### config.mk
export PLATFORM = sky130hd
export DESIGN_NAME = ptr_readout
export DESIGN_NICKNAME = d
export VERILOG_FILES = /design/src/verilog/ptr_pkg.sv /design/src/verilog/ptr_sync.sv /design/src/verilog/ptr_readout.sv
export VERILOG_INCLUDE_DIRS = /design/src /design/src/verilog
export SDC_FILE = /design/constraint.sdc
export NUM_CORES = 1
export LEC_CHECK = 0
export BUFFER_PORTS_ARGS = -buffer_cell sky130_fd_sc_hd__buf_2
export CORE_MARGIN = 2
export CORE_UTILIZATION = 40
export CTS_BUF_LIST = sky130_fd_sc_hd__clkbuf_2
export CTS_CLUSTER_SIZE = 28
export DETAILED_ROUTE_END_ITERATION = 16
export HOLD_SLACK_MARGIN = 0.05
export PLACE_DENSITY_LB_ADDON = 0.05
export SLEW_MARGIN = 20
export SYNTH_ARGS = -nofsm -noshare
export SYNTH_HDL_FRONTEND = slang
export SYNTH_HIERARCHICAL = 1
export SYNTH_SLANG_ARGS = --single-unit
### constraint.sdc
create_clock -name sys_clk_i -period 6.65 [get_ports sys_clk_i]
set_input_delay 1.33 -clock sys_clk_i [delete_from_list [all_inputs] [get_ports sys_clk_i]]
set_output_delay 1.33 -clock sys_clk_i [all_outputs]
set_load 0.03 [all_outputs]
### src/verilog/ptr_consts.svh
// Constants of the pressure/temperature readout slave.
// Assumes inclusion by bare name from design files.
`ifndef PTR_CONSTS_SVH
`define PTR_CONSTS_SVH
`define PTR_SLAVE_ADDR 7'h20
`define PTR_PRES_W 14
`define PTR_TEMP_W 11
`define PTR_PRES_MIN 14'd1637
`define PTR_PRES_MAX 14'd14745
`define PTR_ZERO_PRESSURE_CODE 14'd1637
`define PTR_STAT_MSB 15
`define PTR_STAT_LSB 14
`define PTR_FETCH_BYTES 3'd4
`define PTR_SYNC_STAGES 2
`endif

### src/verilog/ptr_pkg.sv
// Types of the pressure/temperature readout slave.
// Assumes no other package.
package ptr_pkg;
  typedef enum logic [5:0] {
    PTR_IDLE = 6'h01,
    PTR_ADDR = 6'h02,
    PTR_AACK = 6'h04,
    PTR_SEND = 6'h08,
    PTR_MACK = 6'h10,
    PTR_SKIP = 6'h20
  } ptr_state_t;
endpackage

### src/verilog/ptr_sync.sv
// Two-stage synchroniser for one asynchronous level.
// Assumes the level is free of glitches shorter than a clock.
`timescale 1ns/10ps
module ptr_sync
(
  input wire logic sys_clk_i,
  input wire logic nrst_i,
  input wire logic async_i,
  output logic sync_o
);
  logic meta_q;
  always_ff @(posedge sys_clk_i or negedge nrst_i)
  begin
    if (!nrst_i)
    begin
      meta_q <= 1'b1;
      sync_o <= 1'b1;
    end
    else
    begin
      meta_q <= async_i;
      sync_o <= meta_q;
    end
  end
endmodule // ptr_sync

### src/verilog/ptr_readout.sv
// I2C slave that returns a four-byte pressure/temperature frame.
// Assumes the bus clock is well below sys_clk_i / 4 (standard mode).
`timescale 1ns/10ps
`include "ptr_consts.svh"
// Function
// Master opens with start, address, read
// Acknowledge own address before data
// Pressure [13:8] low byte0, [7:0] byte1
// Temp [10:3] byte2, [2:0] top byte3
// Byte0 bits 7:6 are status flags
// Master ACKs three bytes, NACKs fourth, stops
// Pressure unsigned 14-bit code
// Temperature unsigned 11-bit code
// Zero pressure reports the offset code
// Pressure spans 1637 to 14745
// Answer only the fixed address
// Byte3 low five bits zero
module ptr_readout #(
  parameter logic [6:0] SLAVE_ADDR = `PTR_SLAVE_ADDR
)
(
  input wire logic sys_clk_i,
  input wire logic nrst_i,
  input wire logic scl_i,
  input wire logic sda_i,
  output logic sda_o,
  output logic sda_oe_o,
  input wire logic [`PTR_PRES_W-1:0] pres_code_i,
  input wire logic [`PTR_TEMP_W-1:0] temp_code_i,
  input wire logic [1:0] status_i,
  input wire logic pres_zero_i,
  output logic busy_o
);
  logic scl_s;
  logic sda_s;
  logic scl_q;
  logic sda_q;
  logic scl_rise;
  logic scl_fall;
  logic start_det;
  logic stop_det;
  ptr_pkg::ptr_state_t state_q;
  logic [2:0] bit_q;
  logic [7:0] shift_q;
  logic [1:0] byte_q;
  logic [31:0] frame_q;
  logic [`PTR_PRES_W-1:0] pres_clip;
  logic drive_q;
  logic nack_q;
  logic bits_seen_q;

  // Bus pins cross into the system clock
  ptr_sync u_scl
  (
    .sys_clk_i(sys_clk_i),
    .nrst_i(nrst_i),
    .async_i(scl_i),
    .sync_o(scl_s)
  );
  ptr_sync u_sda
  (
    .sys_clk_i(sys_clk_i),
    .nrst_i(nrst_i),
    .async_i(sda_i),
    .sync_o(sda_s)
  );

  // Synced levels one clock back
  always_ff @(posedge sys_clk_i or negedge nrst_i)
  begin
    if (!nrst_i)
    begin
      scl_q <= 1'b1;
      sda_q <= 1'b1;
    end
    else
    begin
      scl_q <= scl_s;
      sda_q <= sda_s;
    end
  end

  assign scl_rise = scl_s & ~scl_q;
  assign scl_fall = ~scl_s & scl_q;
  assign start_det = scl_s & scl_q & sda_q & ~sda_s;
  assign stop_det = scl_s & scl_q & ~sda_q & sda_s;

  // Address compare waits until a bit was clocked in
  always_ff @(posedge sys_clk_i or negedge nrst_i)
  begin
    if (!nrst_i)
      bits_seen_q <= 1'b0;
    else if (start_det || stop_det)
      bits_seen_q <= 1'b0;
    else if (state_q == ptr_pkg::PTR_ADDR && scl_rise)
      bits_seen_q <= 1'b1;
  end

  // Clamp into the rated code span; zero pressure forces the offset
  always_comb
  begin
    if (pres_zero_i)
      pres_clip = `PTR_ZERO_PRESSURE_CODE;
    else if (pres_code_i < `PTR_PRES_MIN)
      pres_clip = `PTR_PRES_MIN;
    else if (pres_code_i > `PTR_PRES_MAX)
      pres_clip = `PTR_PRES_MAX;
    else
      pres_clip = pres_code_i;
  end

  // Transfer sequencer: address, ack, four bytes
  always_ff @(posedge sys_clk_i or negedge nrst_i)
  begin
    if (!nrst_i)
    begin
      state_q <= ptr_pkg::PTR_IDLE;
      bit_q <= 3'h0;
      shift_q <= 8'h00;
      byte_q <= 2'h0;
      frame_q <= 32'h0000_0000;
      drive_q <= 1'b0;
      nack_q <= 1'b0;
    end
    else if (stop_det)
    begin
      state_q <= ptr_pkg::PTR_IDLE;
      drive_q <= 1'b0;
    end
    else if (start_det)
    begin
      state_q <= ptr_pkg::PTR_ADDR;
      bit_q <= 3'h0;
      drive_q <= 1'b0;
    end
    else
    begin
      case (state_q)
        ptr_pkg::PTR_IDLE:
          drive_q <= 1'b0;
        ptr_pkg::PTR_ADDR:
        begin
          if (scl_rise)
          begin
            shift_q <= {shift_q[6:0], sda_s};
            bit_q <= bit_q + 3'h1;
          end
          else if (scl_fall && bit_q == 3'h0 && bits_seen_q)
          begin
            // Eight bits seen: own address with read bit set
            if (shift_q == {SLAVE_ADDR, 1'b1})
            begin
              state_q <= ptr_pkg::PTR_AACK;
              drive_q <= 1'b1;
              frame_q <= {status_i,
                pres_clip[13:8],
                pres_clip[7:0],
                temp_code_i[10:3],
                temp_code_i[2:0],
                5'h00};
            end
            else
              state_q <= ptr_pkg::PTR_SKIP;
          end
        end
        ptr_pkg::PTR_AACK:
          if (scl_fall)
          begin
            state_q <= ptr_pkg::PTR_SEND;
            byte_q <= 2'h0;
            bit_q <= 3'h0;
            shift_q <= frame_q[31:24];
            drive_q <= ~frame_q[31];
          end
        ptr_pkg::PTR_SEND:
          if (scl_fall)
          begin
            if (bit_q == 3'h7)
            begin
              state_q <= ptr_pkg::PTR_MACK;
              drive_q <= 1'b0;
            end
            else
            begin
              shift_q <= {shift_q[6:0], 1'b0};
              drive_q <= ~shift_q[6];
            end
            bit_q <= bit_q + 3'h1;
          end
        ptr_pkg::PTR_MACK:
        begin
          if (scl_rise)
            nack_q <= sda_s;
          else if (scl_fall)
          begin
            if (nack_q || byte_q == 2'h3)
            begin
              state_q <= ptr_pkg::PTR_SKIP;
              drive_q <= 1'b0;
            end
            else
            begin
              state_q <= ptr_pkg::PTR_SEND;
              byte_q <= byte_q + 2'h1;
              frame_q <= {frame_q[23:0], 8'h00};
              shift_q <= frame_q[23:16];
              drive_q <= ~frame_q[23];
            end
          end
        end
        ptr_pkg::PTR_SKIP:
          drive_q <= 1'b0;
        default:
        begin
          state_q <= ptr_pkg::PTR_IDLE;
          drive_q <= 1'b0;
        end
      endcase
    end
  end

  // Open drain: only ever pull low
  assign sda_o = 1'b0;
  assign sda_oe_o = drive_q;
  assign busy_o = (state_q != ptr_pkg::PTR_IDLE) &&
    (state_q != ptr_pkg::PTR_SKIP);
endmodule // ptr_readout

**Word-level counts from Yosys, hierarchy flattened**

Index checks and enable logic that the tools add are counted.

- Register bits: 60
- Bits of input ports: 32
- Output and inout bits: 3
- Word-level logic and storage cells: 141

- Add/subtract/negate cells: 2
- Magnitude comparators: 2
- Equality and inequality tests: 33
- Mux-type cells: 54
- Bitwise operators: 16
- Reductions and logical operators: 20

Operator list:

| cell | count |
|---|---|
| $mux 32 | 6 |
| $mux 6 | 11 |
| $pmux 32 s2 | 1 |
| $mux 8 | 7 |
| $mux 14 | 3 |
| $pmux 8 s4 | 1 |
| $pmux 6 s5 | 1 |
| $ne 4x4->1 const B | 6 |
| $ne 2x2->1 const B | 8 |
| $gt 14x14->1 const B | 1 |
| $lt 14x11->1 const B | 1 |
| $reduce_and 7->1 | 2 |
| $mux 1 | 13 |
| $mux 3 | 4 |
| $reduce_and 10->1 | 1 |
| $ne 3x3->1 const B | 3 |
| $not 1->1 | 9 |
| $pmux 3 s3 | 1 |
| $reduce_and 9->1 | 1 |
| $eq 8x7->1 const B | 1 |
| $mux 2 | 4 |
| $ne 4x3->1 const B | 2 |
| $reduce_and 8->1 | 1 |
| $reduce_bool 4->1 | 2 |
| 24 further kinds | 37 |

**Logic depth before layout (Yosys ltp)**

- Depth in word-level cells: 9
- Gate-level depth with buffers: 8
- Depth with buffers taken out: 7

**Modules after synthesis**

Netlist, hierarchy kept.

Modules (own cells, without submodules):

| module | instances | cells each | area each (um^2) | sequential area each (um^2) |
|---|---|---|---|---|
| ptr_readout | 1 | 308 | 3022.9 | 1280.0 |
| ptr_sync | 2 | 2 | 52.6 | 52.6 |

**Worst setup path after synthesis**

OpenSTA, ideal clock, no wires.

- Path type: input-to-reg
- Start: input pres_code_i[8]
- End: register frame_q[24]
- Library setup time: 127 ps
- Data arrival time: 2465 ps
- Required time: 6523 ps
- Path slack: 4058 ps
- Cell stages on the path: 5
- Path buffers: 0
- Cells stage by stage: nor4_1 a211oi_1 o21ai_0 o21ai_0 mux2_1

- Cells in the longest elaborated chain, start to end: 8
- Elaborated cells between the ends (all ways): 9
- Those cells by class: order compare: 2; mux: 7

RTL lines:

| what | line | RTL |
|---|---|---|
| from (decl) | ptr_readout.sv:28 | `` input wire logic [`PTR_PRES_W-1:0] pres_code_i, `` |
| $gt 14x14->1 (no line) | n/a |  |
| $mux 14 | ptr_readout.sv:106 | `` else if (pres_code_i > `PTR_PRES_MAX) `` |
| $mux 14 (*) | ptr_readout.sv:104 | `` else if (pres_code_i < `PTR_PRES_MIN) `` |
| $mux 14 (*) | ptr_readout.sv:102 | `if (pres_zero_i)` |
| $mux 32 (*) | ptr_readout.sv:151 | `if (shift_q == {SLAVE_ADDR, 1'b1})` |
| $mux 32 (*) | ptr_readout.sv:148 | `else if (scl_fall && bit_q == 3'h0 && bits_seen_q)` |
| $mux 32 (*) | ptr_readout.sv:143 | `if (scl_rise)` |
| $pmux 32 s2 (*) | ptr_readout.sv:138 | `case (state_q)` |
| to (signal assigned) | ptr_readout.sv:155 | `frame_q <= {status_i,` |
| to (signal assigned) | ptr_readout.sv:205 | `frame_q <= {frame_q[23:0], 8'h00};` |
| to (decl) | ptr_readout.sv:46 | `logic [31:0] frame_q;` |

Every way passes the cells marked *; elsewhere a longest branch is shown, timed or not. The select of a mux whose other input is x is not followed.
A chain may end at the register's enable or synchronous reset.

**Worst setup path in the final report**

- Start: register state_q[1]
- End: register frame_q[28]

- Cells in the longest elaborated chain, start to end: 3
- Elaborated cells between the ends (all ways): 11
- Those cells by class: eq/ne: 8; mux: 1; reduce/logical: 2

RTL lines:

| what | line | RTL |
|---|---|---|
| from (decl) | ptr_readout.sv:42 | `ptr_pkg::ptr_state_t state_q;` |
| from (signal assigned) | ptr_readout.sv:117 | `state_q <= ptr_pkg::PTR_IDLE;` |
| from (signal assigned) | ptr_readout.sv:127 | `state_q <= ptr_pkg::PTR_IDLE;` |
| from (signal assigned) | ptr_readout.sv:132 | `state_q <= ptr_pkg::PTR_ADDR;` |
| $eq 6x2->1 / $eq 6x5->1 (equally long branches) | ptr_readout.sv:138 |  |
| $ne 2x1->1 (no line), or another cell as far along | n/a |  |
| $reduce_and 9->1 (no line) | n/a |  |

Several ways; a longest one is shown, not always the timed one.

==> results.cfg <==
[status]
status = finished clean

[logic_synthesis]
syn_area_mm2 = 0.003128
yosysMostFrequentCell = dfrtp_1
ys.flop_type = dfrtp_1
synth_cell_types = 56
syn_area_per_cell_um2 = 10.03
synth_nets = 348
synth_commonest_cells = 48 x dfrtp_1, 38 x nand2_1, 27 x inv_1, 22 x mux2i_1, 12 x o21ai_0
synth_top_area_cell = dfrtp_1
ys_seq_area_frac = 0.4428
yosysWarnings = 6
synth_seq_cells = 55
synthTopCellsByArea = dfrtp_1 38%, mux2i_1 7.0%, dfstp_2 5.9%
async_flop_share = 1.000
syn_inst = 312
synth_edf_count = 0
yosysTopAreaCellShare = 0.3840

[clocking]
cts_sinks = 55
ctsHtreeMaxLevel = 2
cts_setup_buffers = 0
numCtsBuffers = 5
clkLatencyLatePin_ps = 450
path_clk_slew_ps = 290
clockRootBuffer = clkbuf_2
max-clock-path-buffers = 2
cts_tree = yes
cts_resized = 0
postCtsHoldBufs = 0

[critical_path]
required_ps = 7000
start_kind = register
crit_type = reg2reg
cp_max_fo = 27
r2r_cells = 6
max_stage_delay_ps = 790
worst_setup_path_end_kind = register
cp.arrival_ps = 3540
crit_chain = nor3_4, nand3_1, o21ai_0, a211oi_4, buf_4, mux2_1
worst_path_max_delay_cell = o21ai_0

[sta]
finClkSkew_ps = 28.16
whs_ps = 375.6
finalHoldViolCount = 0
finalWorstSetupSlack_ps = 3461
min_period_ps = 3189
setup_viol = 0
tightest_slew_ps = 1039
maxSlewViolCount = 0
relSlewSlack = 0.3070
min_period_over_period = 0.4796
tns_ps = 0
rsz0062_at_grt = no
fmax_mhz = 313.5

[die]
initial_core_util = 0.4090
io_pins = 35
dieWidth_um = 92.43
die_h_um = 92.43
rows = 32
core_mm2 = 0.007647
die_area_mm2 = 0.008543

[global_routing]
antenna_found_initial = 0
grt_pass1_vias = 2400
grt_first_pass_wirelength_um = 12490
overflow = 0
grt_use_total = 0.1841
grt_start_max_net_pins = 56

[drt]
wl_um = 7235
vias = 2424
drtPass1Iterations = 5
drc_errors = 0
via_per_inst = 5.509
routedWlPerCell_um = 16.44
ant_nets = 0
drt_iter0_drc = 155

[min_path]
hold_depth = 0
hp-class = reg2reg

[placed_design]
hpwl_um = 5150
pre_cts_ws_ps = 3496
portBuffers = 33
globalplace.congestion = 0.8006
dp_cells = 432

[finish]
n_antenna_cell = 0
final_net_count = 373
fillers = 776
area_delta_synth_final_pct = 9.360
fin_cells = 440
drive_above_1_share = 0.2071

[power]
power_density_mw_per_mm2 = 211.5
netSwitchingPower_w = 0.0002340
internal_power_w = 0.0004894
p_comb_frac = 0.221
sw_frac_of_total = 0.3234
p_leak_nw = 1.555
ir_drop_uv = 88.82
pwr-share-seq = 0.539
p_clk_frac = 0.240

[flow_run]
drv_cap = 0
## power groups by stage
stage | Combinational (W) | Clock [W] | Sequential, W
3_5_place_dp | 0.000160 | 0 | 0.000395
3_3_place_gp | 0.000160 | 0 | 0.000395
6_report | 0.000160 | 0.000173 | 0.000390
2_1_floorplan | 0.000121 | 0 | 0.000382
4_1_cts | 0.000161 | 0.000180 | 0.000390
5_1_grt | 0.000179 | 0.000196 | 0.000395
## cell usage in the layout, fill, tap and decap left out, drive strengths merged, types with 6 or more instances in the layout
cell type	netlist	layout
dfrtp	48	48
nand2	38	38
buf	6	35
inv	27	27
mux2i	22	22
mux2	19	19
o21ai	12	12
nor2	9	9
a21oi	8	8
a222oi	8	8
dfstp	7	7
nor2b	6	6
clkbuf	11	6
nand3	6	6
nor3	6	6
## state kept, by name, summed over array words and instances (netlist names), 2 cells and up
register	count
frame_q	27
shift_q	8
state_q	6
bit_q	3
byte_q	2
## final cells by class
cell class | instances | area (um^2) | area share
Clock buffer | 6 | 30.03 | 0.008778
Clock inverter | 2 | 37.54 | 0.01097
Inverter | 27 | 101.3 | 0.02963
Multi-Input combinational cell | 213 | 1559 | 0.4557
Sequential cell | 55 | 1385 | 0.4049
Tap cell | 102 | 127.6 | 0.03731
Timing Repair Buffer | 35 | 180.2 | 0.05267
## cell families (layout without fill, tap and decap cells)
kind of cell	count (synthesis)	count (layout)	synth area share
compound gates	66	66	0.1584
xor+xnor	4	4	0.01120
fa+ha+maj	4	4	0.01600
buf+inv	44	70	0.05880
flops	55	55	0.4428
mux	41	41	0.1388
other cells	1	1	0.001199
simple gates	97	97	0.1728
## critical path: cells and delay by family, from the launching register on
kind,cells,cell delay (ps)
muxes,1,350
and+or+nand+nor,2,1050
buffers and inverters,1,280
DFF,1,560
AOI/OAI and AO/OA,2,830
## path summary, 6_finish.rpt
check | from | end | slack (ps)
worst max-delay path | state_q[1]$_DFFE_PN0P_ | frame_q[28]$_DFFE_PN0P_ | 3460
worst min-delay path | u_sda/meta_q$_DFF_PN1_ | u_sda/sync_o$_DFF_PN1_ | 380
worst max register to register | state_q[1]$_DFFE_PN0P_ | frame_q[28]$_DFFE_PN0P_ | 3460
worst min register to register | u_sda/meta_q$_DFF_PN1_ | u_sda/sync_o$_DFF_PN1_ | 380
max in group asynchronous | nrst_i | frame_q[17]$_DFFE_PN0P_ | 5220
min in group asynchronous | nrst_i | shift_q[4]$_DFFE_PN0P_ | 950
## per-layer routing
layer | track usage | wire length (um)
met2 | 0.2810 | 3283
met1 | 0.2750 | 3556
met5 | 0 | 0
met4 | 0.04478 | 93
met3 | 0.02685 | 302
## per-stage QoR
step                      total power (W)  area [um^2]    util
final                           0.0007234         3421  0.4473
after global routing            0.0007706         3421  0.4473
after CTS                       0.0007305         3421  0.4473
after detailed placement        0.0005551         3353  0.4385
after global placement          0.0005551         3353  0.4385
after floorplan                 0.0005034         3128       -
Power figures use the tool's default switching activity.
